<file path="config.mk">
export PLATFORM = sky130hd
export DESIGN_NAME = dgic_top
export DESIGN_NICKNAME = d
export VERILOG_FILES = /design/src/design/dgic_pkg.sv /design/src/design/dgic_skew.sv /design/src/design/dgic_top.sv
export VERILOG_INCLUDE_DIRS = /design/src /design/src/design
export SDC_FILE = /design/constraint.sdc
export NUM_CORES = 1
export LEC_CHECK = 0
export ABC_CLOCK_PERIOD_IN_PS = 2800
export BUFFER_PORTS_ARGS = -buffer_cell sky130_fd_sc_hd__buf_2
export CELL_PAD_IN_SITES_DETAIL_PLACEMENT = 0
export CELL_PAD_IN_SITES_GLOBAL_PLACEMENT = 2
export CORE_MARGIN = 2
export CORE_UTILIZATION = 33
export CTS_BUF_LIST = sky130_fd_sc_hd__clkbuf_8 sky130_fd_sc_hd__clkbuf_16
export CTS_CLUSTER_DIAMETER = 30
export DETAILED_ROUTE_END_ITERATION = 7
export PLACE_DENSITY = 0.9
export SLEW_MARGIN = 25
export SYNTH_ARGS = -nofsm -noshare
export SYNTH_HDL_FRONTEND = slang
export SYNTH_SLANG_ARGS = --single-unit
</file>
<file path="constraint.sdc">
create_clock -name i_sys_clk -period 2.8 [get_ports i_sys_clk]
set_clock_uncertainty 0.2 [all_clocks]
set_input_delay 0.56 -clock i_sys_clk [delete_from_list [all_inputs] [get_ports i_sys_clk]]
set_output_delay 0.56 -clock i_sys_clk [all_outputs]
set_load 0.02 [all_outputs]
</file>
<file path="src/design/dgic_defines.svh">
/*
  constants for the display glass interface configuration block:
  register offsets, field positions, reset values and code points.
  assumes nothing; definitions only.
*/
`ifndef DGIC_DEFINES_SVH
`define DGIC_DEFINES_SVH
// ********************************
// register byte offsets
// ********************************
`define DGIC_OFS_GFX_CTRL1 4'h0
`define DGIC_OFS_GLASS_CFG 4'h4
`define DGIC_OFS_STATUS 4'h8
// ********************************
// field positions
// ********************************
`define DGIC_WIDTH_LSB 14
`define DGIC_SKEW_LSB 12
`define DGIC_TEST_LSB 8
`define DGIC_PDEPTH_LSB 5
`define DGIC_GTYPE_LSB 0
`define DGIC_CFG_IMPL_MASK 16'hF3E7
`define DGIC_CTRL1_IMPL_MASK 16'h00E0
// ********************************
// reset values
// ********************************
`define DGIC_CFG_RESET 16'h0000
`define DGIC_CTRL1_RESET 16'h0000
// ********************************
// bus responses
// ********************************
`define DGIC_RESP_OKAY 2'h0
`define DGIC_RESP_SLVERR 2'h2
`endif

</file>
<file path="src/design/dgic_pkg.sv">
/*
  types for the display glass interface configuration block.
  assumes dgic_defines.svh is compiled alongside.
*/
package dgic_pkg;
  // glass data bus width code
  typedef enum logic [1:0] {DGIC_W4, DGIC_W8, DGIC_W16, DGIC_WRSV} dgic_width_t;
  // bit skew scheme code
  typedef enum logic [1:0] {DGIC_SK_NONE, DGIC_SK_ODD, DGIC_SK_EVEN, DGIC_SK_GROUP} dgic_skew_t;
  // test pattern code
  typedef enum logic [1:0] {DGIC_TP_NORMAL, DGIC_TP_BLACK, DGIC_TP_BARS, DGIC_TP_BORDER}
    dgic_test_t;
  // glass type code
  typedef enum logic [2:0] {DGIC_GT_OFF, DGIC_GT_TFT, DGIC_GT_MONO, DGIC_GT_COLOR,
    DGIC_GT_R4, DGIC_GT_R5, DGIC_GT_R6, DGIC_GT_R7} dgic_gtype_t;
endpackage

</file>
<file path="src/design/dgic_skew.sv">
/*
  skews the 16 glass data bits per the selected scheme using both
  edges emulated by a half-rate phase enable from the parent.
  assumes i_half_en pulses each half graphics clock period.
*/
`timescale 1ns/100ps
module dgic_skew
  import dgic_pkg::*;
#(
  parameter int WIDTH = 16
) (
  input wire logic i_sys_clk,
  input wire logic i_reset,
  input wire logic i_half_en,
  input wire logic [1:0] i_skew,
  input wire logic [WIDTH-1:0] i_data,
  output logic [WIDTH-1:0] o_data
);
  // all state: delay taps at half-clock steps and the output register
  typedef struct packed {
    logic [WIDTH-1:0] d1;
    logic [WIDTH-1:0] d2;
    logic [WIDTH-1:0] d3;
    logic [WIDTH-1:0] out;
  } dgic_skew_state_t;
  dgic_skew_state_t st_q, st_d;
  // ********************************
  // tap selection
  // ********************************
  always_comb begin
    st_d = st_q;
    if (i_half_en) begin
      st_d.d1 = i_data;
      st_d.d2 = st_q.d1;
      st_d.d3 = st_q.d2;
    end
    for (int i = 0; i < WIDTH; i++) begin
      unique case (i_skew)
        2'h3: st_d.out[i] = (i % 4 == 0) ? i_data[i] : (i % 4 == 1) ? st_q.d1[i] :
                            (i % 4 == 2) ? st_q.d2[i] : st_q.d3[i];
        2'h2: st_d.out[i] = (i % 2 == 0) ? st_q.d2[i] : i_data[i];
        // odd bits half clock
        2'h1: st_d.out[i] = (i % 2 == 1) ? st_q.d1[i] : i_data[i];
        default: st_d.out[i] = i_data[i];
      endcase
    end
  end
  // state register
  always_ff @(posedge i_sys_clk) begin
    if (i_reset) begin
      st_q <= '0;
    end else begin
      st_q <= st_d;
    end
  end
  assign o_data = st_q.out;
endmodule

</file>
<file path="src/design/dgic_top.sv">
/*
  display glass interface configuration: axi4-lite register file
  holding the glass configuration and render pixel depth, and pixel
  output shaping (width, test pattern, skew) toward the glass pins.
  assumes one 100 MHz clock; pixels arrive synchronous to it.
*/
// Local design decisions: the register offsets and the AXI4-Lite interface to the registers.
`timescale 1ns/100ps
`include "dgic_defines.svh"
module dgic_top
  import dgic_pkg::*;
#(
  parameter int HPIX = 320,
  parameter int VPIX = 240
) (
  input wire logic i_sys_clk,
  input wire logic i_reset,
  input wire logic [3:0] i_awaddr,
  input wire logic i_awvalid,
  output logic o_awready,
  input wire logic [31:0] i_wdata,
  input wire logic [3:0] i_wstrb,
  input wire logic i_wvalid,
  output logic o_wready,
  output logic [1:0] o_bresp,
  output logic o_bvalid,
  input wire logic i_bready,
  input wire logic [3:0] i_araddr,
  input wire logic i_arvalid,
  output logic o_arready,
  output logic [31:0] o_rdata,
  output logic [1:0] o_rresp,
  output logic o_rvalid,
  input wire logic i_rready,
  input wire logic [15:0] i_pixel,
  input wire logic i_pixel_valid,
  output logic [15:0] o_glass_data,
  output logic o_glass_active,
  output logic [4:0] o_bits_per_pixel
);
  // all state of the block apart from the skew stage, which keeps its own
  typedef struct packed {
    logic [15:0] cfg;
    logic [15:0] ctrl1;
    logic aw_got;
    logic [3:0] aw_addr;
    logic w_got;
    logic [31:0] w_data;
    logic [3:0] w_strb;
    logic bvalid;
    logic [1:0] bresp;
    logic rvalid;
    logic [31:0] rdata;
    logic [1:0] rresp;
    logic half_en;
    logic [9:0] hcnt;
    logic [9:0] vcnt;
    logic [15:0] pix;
    logic active;
    logic [4:0] bpp;
    logic awready; // registered copy of not aw_got
    logic wready; // registered copy of not w_got
    logic arready; // registered copy of not rvalid
  } dgic_state_t;
  dgic_state_t st_q, st_d;
  dgic_width_t width_eff; // effective bus width
  dgic_gtype_t gtype; // glass type field
  dgic_test_t tpat; // pattern field
  logic [15:0] wmerge; // write data merged by byte lanes
  logic [15:0] rd_word; // register read mux
  logic rd_hit; // read address decodes
  logic [15:0] skewed; // skew stage output
  // ********************************
  // field decode
  // ********************************
  always_comb begin
    gtype = dgic_gtype_t'(st_q.cfg[`DGIC_GTYPE_LSB +: 3]);
    tpat = dgic_test_t'(st_q.cfg[`DGIC_TEST_LSB +: 2]);
    if (gtype == DGIC_GT_TFT) begin
      width_eff = DGIC_W16;
    end else begin
      width_eff = dgic_width_t'(st_q.cfg[`DGIC_WIDTH_LSB +: 2]);
    end
  end
  // ********************************
  // register read mux
  // ********************************
  always_comb begin
    rd_hit = 1'b1;
    unique case (i_araddr)
      `DGIC_OFS_GLASS_CFG: rd_word = st_q.cfg & `DGIC_CFG_IMPL_MASK;
      `DGIC_OFS_GFX_CTRL1: rd_word = st_q.ctrl1 & `DGIC_CTRL1_IMPL_MASK;
      `DGIC_OFS_STATUS: rd_word = {8'h00, st_q.active, 2'h0, st_q.bpp};
      default: begin
        rd_word = 16'h0000;
        rd_hit = 1'b0;
      end
    endcase
  end
  // ********************************
  // next state
  // ********************************
  always_comb begin
    logic [15:0] old;
    old = 16'h0000;
    st_d = st_q;
    // write address and data taken in either order
    if (i_awvalid && !st_q.aw_got) begin
      st_d.aw_got = 1'b1;
      st_d.aw_addr = i_awaddr;
    end
    if (i_wvalid && !st_q.w_got) begin
      st_d.w_got = 1'b1;
      st_d.w_data = i_wdata;
      st_d.w_strb = i_wstrb;
    end
    if (st_q.aw_got && st_q.w_got && !st_q.bvalid) begin
      old = (st_q.aw_addr == `DGIC_OFS_GFX_CTRL1) ? st_q.ctrl1 : st_q.cfg;
      wmerge[7:0] = st_q.w_strb[0] ? st_q.w_data[7:0] : old[7:0];
      wmerge[15:8] = st_q.w_strb[1] ? st_q.w_data[15:8] : old[15:8];
      st_d.bresp = `DGIC_RESP_OKAY;
      if (st_q.aw_addr == `DGIC_OFS_GLASS_CFG) begin
        st_d.cfg = wmerge & `DGIC_CFG_IMPL_MASK;
      end else if (st_q.aw_addr == `DGIC_OFS_GFX_CTRL1) begin
        st_d.ctrl1 = wmerge & `DGIC_CTRL1_IMPL_MASK;
      end else if (st_q.aw_addr != `DGIC_OFS_STATUS) begin
        st_d.bresp = `DGIC_RESP_SLVERR;
      end
      st_d.bvalid = 1'b1;
      st_d.aw_got = 1'b0;
      st_d.w_got = 1'b0;
    end else begin
      wmerge = 16'h0000;
    end
    if (st_q.bvalid && i_bready) begin
      st_d.bvalid = 1'b0;
    end
    // read answers one cycle after the address is taken
    if (st_q.rvalid && i_rready) begin
      st_d.rvalid = 1'b0;
    end
    if (i_arvalid && !st_q.rvalid) begin
      st_d.rvalid = 1'b1;
      st_d.rdata = {16'h0000, rd_word};
      st_d.rresp = rd_hit ? `DGIC_RESP_OKAY : `DGIC_RESP_SLVERR;
    end
    // readies kept in flip-flops so every bus output leaves a register
    st_d.awready = !st_d.aw_got;
    st_d.wready = !st_d.w_got;
    st_d.arready = !st_d.rvalid;
    // one system clock is half a graphics clock, so the skew taps step
    // every cycle; they stand still in reset and in the first cycle after it, while half_en still holds its reset 0
    st_d.half_en = 1'b1;
    // raster position for patterns
    if (i_pixel_valid) begin
      if (st_q.hcnt == 10'(HPIX - 1)) begin
        st_d.hcnt = 10'h000;
        st_d.vcnt = (st_q.vcnt == 10'(VPIX - 1)) ? 10'h000 : st_q.vcnt + 10'h001;
      end else begin
        st_d.hcnt = st_q.hcnt + 10'h001;
      end
    end
    unique case (tpat)
      DGIC_TP_NORMAL: st_d.pix = i_pixel;
      DGIC_TP_BLACK: st_d.pix = 16'h0000;
      DGIC_TP_BARS: st_d.pix = {16{st_q.hcnt[6]}} ^ {st_q.hcnt[9:7], 13'h1555};
      DGIC_TP_BORDER: st_d.pix = (st_q.hcnt == 10'h000 || st_q.vcnt == 10'h000 ||
                                  st_q.hcnt == 10'(HPIX - 1) || st_q.vcnt == 10'(VPIX - 1))
                                 ? 16'hFFFF : 16'h0000;
    endcase
    unique case (width_eff)
      DGIC_W4: st_d.pix = st_d.pix & 16'h000F;
      DGIC_W8: st_d.pix = st_d.pix & 16'h00FF;
      default: st_d.pix = st_d.pix;
    endcase
    st_d.active = (gtype == DGIC_GT_TFT) || (gtype == DGIC_GT_MONO) ||
                  (gtype == DGIC_GT_COLOR);
    if (!st_d.active) begin
      st_d.pix = 16'h0000;
    end
    unique case (st_q.cfg[`DGIC_PDEPTH_LSB +: 3])
      3'h0: st_d.bpp = 5'h01;
      3'h1: st_d.bpp = 5'h02;
      3'h2: st_d.bpp = 5'h04;
      3'h3: st_d.bpp = 5'h08;
      3'h4: st_d.bpp = 5'h10;
      default: st_d.bpp = 5'h00;
    endcase
  end
  // ********************************
  // state register
  // ********************************
  always_ff @(posedge i_sys_clk) begin
    if (i_reset) begin
      st_q <= '0;
      st_q.cfg <= `DGIC_CFG_RESET;
      st_q.ctrl1 <= `DGIC_CTRL1_RESET;
      // channels are free again at the reset edge
      st_q.awready <= 1'b1;
      st_q.wready <= 1'b1;
      st_q.arready <= 1'b1;
    end else begin
      st_q <= st_d;
    end
  end
  // ********************************
  // skew stage
  // ********************************
  dgic_skew #(.WIDTH(16)) u_skew (
    .i_sys_clk(i_sys_clk),
    .i_reset(i_reset),
    .i_half_en(st_q.half_en),
    .i_skew(st_q.cfg[`DGIC_SKEW_LSB +: 2]),
    .i_data(st_q.pix),
    .o_data(skewed)
  );
  // outputs straight from flip-flops
  assign o_glass_data = skewed;
  assign o_glass_active = st_q.active;
  assign o_bits_per_pixel = st_q.bpp;
  assign o_awready = st_q.awready;
  assign o_wready = st_q.wready;
  assign o_bvalid = st_q.bvalid;
  assign o_bresp = st_q.bresp;
  assign o_arready = st_q.arready;
  assign o_rvalid = st_q.rvalid;
  assign o_rdata = st_q.rdata;
  assign o_rresp = st_q.rresp;
endmodule
</file>
==> qor.csv, run 1 <==
stage,metric,value,unit
worst_hold_path,worst hold path depth,2,
worst_setup_path,Worst Path Arrival,2320,ps
sta,worst-margin pin slew,726,ps
drt,DR pass1 iterations,4,
clock_tree,Hold Buf Count CTS,0,
placed_design,Final GP Congestion,0.763,
worst_setup_path,reg2reg start,st_q[41],
synthesis,Synth async-reset ratio,0,%
clock_tree,clock slew at the register clock pins of the worst setup and hold paths,60,ps
global_route,first-pass GRT wire length,20600,um
floorplan,I/O pins,131,
global_route,GR Util All Layers,13.3,%
sta,"Hold Vio Cnt, Final",0,
worst_setup_path,Max Fanout on Critical Path,16,
drt,Routed Antenna Nets,0,
synthesis,area of the mapped netlist,6100,um^2
drt,via/cell ratio,4.62,
power,PnR Total Power,4.61,mW
floorplan,core area,18000,um^2
flow_run,max cap viols,0,
clock_tree,CTS Buf Count,17,
clock_tree,CTS Sinks,147,
clock_tree,Clock Latency Late Sink,420,ps
sta,Max Slew Vio Count,0,
synthesis,yosys warns,0,
clock_tree,root buffer cell,clkbuf_16,
worst_hold_path,worst hold path startpoint,i_awvalid,
clock_tree,clock tree buffer depth,2,
floorplan,die width,140,um
drt,Via Count,4353,
clock_tree,setup bufs post-CTS,0,
floorplan,Die H,140,um
synthesis,syn_area_per_cell,9.29,um^2
power,worst vdd ir,376,uV
global_route,largest net degree at the start of global routing,55,
worst_setup_path,crit path capture type,register,
worst_setup_path,Worst Setup SP,st_q[41],
synthesis,post-synth top area share,48.3,%
worst_setup_path,critical path class,reg2reg,
floorplan,Starting Density,33.8,%
drt,Avg WL per Cell,13.5,um
global_route,initial antenna violation count,1,
final_layout,filler instances,1873,
sta,unrepaired setup endpoints after global routing,no,
synthesis,synth top area cells,"dfxtp_1 48%, mux2i_1 11%, buf_4 7.3%",
worst_setup_path,worst endpoint required time,2920,ps
floorplan,die footprint,19600,um^2
sta,final setup violation count,0,
clock_tree,CTS H-Tree Depth,4,
final_layout,Nets,774,
power,Static Leak,2.97,nW
clock_tree,# resized after CTS,0,
synthesis,"Distinct cells, synth",50,
sta,fin crit share,78.8,%
placed_design,IO Port Bufs,88,
synthesis,#FFs+latches synth,147,
synthesis,ys flop type,dfxtp_1,
synthesis,post-synthesis sequential area ratio,48.3,%
drt,1st-iter DRT viols,205,
worst_setup_path,Worst setup SP type,register,
synthesis,largest area contributor in the synthesized netlist,dfxtp_1,
floorplan,row count,49,
placed_design,post-DP HPWL,8980,um
global_route,vias in the first global route,4018,
sta,Slew headroom,51.5,%
worst_hold_path,type of the most critical hold path,in2reg,
synthesis,"EDFF count, synth",0,
worst_setup_path,R2R cell count,7,
final_layout,ANT cells,0,
sta,setup TNS,0,ps
global_route,GR Overflow Total,0,
sta,fmax,0.453,GHz
sta,Final Critical Period,2210,ps
final_layout,Layout area overhead,14.4,%
drt,DRC Markers,0,
power,pwr dens,660,nW/um^2
drt,drt total wl,12700,um
status,status,finished clean,
synthesis,Mapped Cells,656,
final_layout,proportion of layout cells with a drive suffix above 1,19.9,%
clock_tree,CTS tree,yes,
cell families (layout without fill, tap and decap cells):
family                   Yosys count  after routing  share of synthesized area (%)
AO/OA/AOI/OAI                     89             89                           8.93
other                              1             20                         0.0615
AND/OR/NAND/NOR                  226            226                           17.7
flip-flops                       147            147                           48.3
XOR/XNOR                          13             13                           1.87
multiplexers                      70             70                           11.6
buffers and inverters            104            142                           10.4
adder cells (fa/ha/maj)            6              6                           1.23
path summary, 6_finish.rpt:
check | endpoint | slack (ps)
setup / recovery | st_q[9] | 590
hold / removal | o_awready | 170
setup reg to reg | st_q[9] | 590
hold reg to reg | st_q[101] | 250
cell usage after synthesis (3+ instances only):
cell	instances
nor2b_1	6
a22o_1	3
o211ai_1	3
o21ai_0	11
ha_1	6
xor2_1	7
mux2i_1	66
nand3_1	14
a211oi_1	9
a21oi_1	41
or3_2	3
clkbuf_1	25
and3_1	6
xnor2_1	6
a22oi_1	12
mux2_2	4
nand2b_1	7
nor3_1	18
buf_4	59
nor2_1	96
inv_1	12
nand2_1	46
buf_2	4
dfxtp_1	147
nand4_1	6
nor4_1	7
registers in the layout, indices dropped and copies added, names as in the netlist:
| signal | count |
|---|---|
| st_q | 69 |
| u_skew.st_q | 32 |
| u_skew.o_data | 16 |
| o_rdata | 14 |
| o_bits_per_pixel | 5 |
| gtype | 3 |
| o_arready | 1 |
| o_awready | 1 |
| o_bresp | 1 |
| o_bvalid | 1 |
| o_glass_active | 1 |
| o_rresp | 1 |
| o_rvalid | 1 |
| o_wready | 1 |
per-layer routing:
metal | GRT usage [%] | share of wire [%]
met3 | 2.91 | 4.8
met4 | 6.00 | 1.9
met2 | 19.5 | 44
met1 | 18.6 | 49
met5 | 0 | 0.055
layout by cell type, fill, tap and decap left out, types with 13 or more instances in the layout:
| master | Yosys | layout |
|---|---|---|
| mux2i_1 | 66 | 66 |
| inv_1 | 12 | 13 |
| a21oi_1 | 41 | 41 |
| dfxtp_1 | 147 | 146 |
| clkbuf_16 | 0 | 17 |
| conb_1 | 1 | 20 |
| nand2_1 | 46 | 46 |
| buf_2 | 4 | 87 |
| nand3_1 | 14 | 14 |
| nor3_1 | 18 | 18 |
| nor2_1 | 96 | 96 |
layout make-up:
| cell class | count | area (um^2) | share of cell area, % |
|---|---|---|---|
| timing repair buffer | 97 | 510 | 7.32 |
| inverter | 13 | 48.8 | 0.699 |
| clock inverter | 14 | 155 | 2.22 |
| clock buffer | 18 | 439 | 6.29 |
| sequential | 147 | 2940 | 42.2 |
| multi-input combinational | 424 | 2590 | 37.2 |
| tap | 229 | 287 | 4.11 |
per-stage QoR:
step           area, um^2  worst slack, ps  instances  utilization, %  hold slack [ps]
6_report             6980              594        942            38.7              173
3_3_place_gp         6380              434        910            35.4              241
3_5_place_dp         6380              438        910            35.4              248
4_1_cts              6980              578        942            38.7              154
2_1_floorplan        6170              733        675               -              231
5_1_grt              6980              377        942            38.7              167
worst max-delay path: stages (launching register included):
cell and delay [ps]:
dfxtp_1 390, inv_1 140, ha_1 180, and3b_1 330
nand4_1 190, and4_1 200, buf_4 190, nor3_1 280
where the power goes:
group | switching [mW] | internal, mW
Sequential | 0.0238 | 2.12
Combinational | 0.148 | 0.0823
Clock | 0.887 | 1.34
(Power assumes the default switching activity.)
==> run 2: changes to the inputs <==
ABC_CLOCK_PERIOD_IN_PS = 2200   (was 2800)
clock period = 2.2 ns   (was 2.8 ns; I/O delays follow)
==> run 2 against run 1 <==
Global-route usage grew 0.15 points. Critical endpoint is now st_q[34]. Combinational power increased by 33%. Largest cell class unchanged. Wire length rose by 3.1%. Clock-buffer cell count unchanged. Power grew 28%.
==> qor.csv, run 2 (synthesis gave the netlist of run 1 again) <==
stage,metric,value,unit
drt,DR pass1 iterations,4,
global_route,vias in the first global route,4022,
floorplan,die footprint,19600,um^2
sta,fmax,0.498,GHz
status,status,finished clean,
final_layout,Nets,782,
final_layout,register area,2940,um^2
clock_tree,CTS H-Tree Depth,4,
flow_run,max cap viols,0,
sta,fin crit share,91.2,%
sta,Final Critical Period,2010,ps
sta,Slew headroom,60.8,%
sta,setup TNS,0,ps
power,worst vdd ir,440,uV
drt,Met3 Wirelength,471,um
drt,Met2 Routed Length,5800,um
global_route,initial antenna violation count,0,
drt,1st-iter DRT viols,349,
sta,"Hold Vio Cnt, Final",0,
drt,Max Used Layer,met4,
worst_setup_path,critical path class,reg2reg,
placed_design,Final GP Congestion,0.738,
final_layout,most frequent cells in the layout,"146 x dfxtp_1, 96 x nor2_1, 87 x buf_2",
final_layout,ANT cells,0,
drt,Avg WL per Cell,13.8,um
final_layout,final core utilization,39.2,%
drt,DRC Markers,0,
worst_setup_path,Worst Path Arrival,2160,ps
floorplan,I/O pins,131,
worst_setup_path,crit path capture type,register,
worst_setup_path,R2R cell count,6,
worst_hold_path,type of the most critical hold path,in2reg,
worst_hold_path,worst hold path depth,2,
clock_tree,clock tree buffer depth,2,
placed_design,post-DP HPWL,9150,um
clock_tree,Hold Buf Count CTS,0,
floorplan,Die H,140,um
placed_design,DP Worst Slack,58.7,ps
clock_tree,# resized after CTS,0,
final_layout,proportion of layout cells with a drive suffix above 1,21.4,%
drt,Via Count,4473,
drt,drt total wl,13100,um
final_layout,Multi-input gate area,2600,um^2
global_route,GR Overflow Total,0,
global_route,first-pass GRT wire length,20800,um
clock_tree,root buffer cell,clkbuf_16,
floorplan,die width,140,um
worst_setup_path,Max Fanout on Critical Path,10,
floorplan,core area,18000,um^2
worst_setup_path,worst endpoint required time,2350,ps
drt,Routed Antenna Nets,0,
placed_design,IO Port Bufs,88,
global_route,largest net degree at the start of global routing,84,
global_route,GR Util All Layers,13.4,%
drt,met1 WL,6630,um
drt,via/cell ratio,4.71,
worst_setup_path,Worst setup SP type,register,
power,Static Leak,3.00,nW
final_layout,Layout area overhead,15.8,%
final_layout,largest reg by FF count,st_q,
clock_tree,setup bufs post-CTS,0,
floorplan,row count,49,
sta,final setup violation count,0,
sta,worst-margin pin slew,587,ps
sta,unrepaired setup endpoints after global routing,no,
clock_tree,CTS Buf Count,17,
floorplan,Starting Density,33.8,%
final_layout,"commonest non-fill, non-tap cell in the layout",dfxtp_1,
sta,setup slack after layout,193,ps
power,PnR Total Power,5.89,mW
clock_tree,clock slew at the register clock pins of the worst setup and hold paths,60,ps
power,pwr dens,835,nW/um^2
final_layout,number of flip-flops in the largest register,69,
sta,Max Slew Vio Count,0,
final_layout,filler instances,1847,
clock_tree,Clock Latency Late Sink,420,ps
clock_tree,CTS Sinks,147,
clock_tree,CTS tree,yes,
-- run 2: cell types whose count changed in the layout (fill, tap and decap cells not counted), sizes merged --
cell      before  now
buf           97  105
clkinv         9    4
clkinvlp       1    6
-- run 2: path summary, 6_finish.rpt --
path                  start  slack [ps]   endpoint
setup / recovery   st_q[41]         190   st_q[34]
hold / removal    i_awvalid          50  o_awready
setup reg to reg   st_q[41]         190   st_q[34]
hold reg to reg    st_q[97]         250   st_q[97]
-- run 2: through the flow --
stage	instance area (um^2)	hold slack (ps)	cells
final	7060	50.5	950
after floorplan	6170	231	675
after detailed placement	6460	247	918
after CTS	7050	34.6	950
after global routing	7060	46.5	950
after global placement	6460	241	918
-- run 2: final cells by class --
type,count,share of cell area [%]
sequential,147,41.7
multi-input combinational,424,36.9
timing repair buffer,105,8.26
clock buffer,18,6.22
tap,229,4.06
clock inverter,14,2.18
inverter,13,0.691
-- run 2: critical path: stages (launching register included) --
cell     delay, ps
dfxtp_1        310
inv_1          120
ha_1           180
and3b_2        280
nand4_4        170
or4_1          540
a21oi_1        150
-- run 2: where the power goes --
part	leakage [nW]	internal, mW	total (mW)	switching, mW
registers	1.19	2.70	2.73	0.0256
clock network	0.272	1.71	2.86	1.15
logic	1.54	0.110	0.307	0.197
total	3.00	4.52	5.89	1.37
-- run 2: metal layers --
| layer | vias up | GRT usage, % |
|---|---|---|
| li1 | 2285 | - |
| met1 | 2107 | 18.7 |
| met2 | 69 | 20.1 |
| met3 | 12 | 3.76 |
| met4 | 0 | 4.42 |
| met5 | - | 0 |
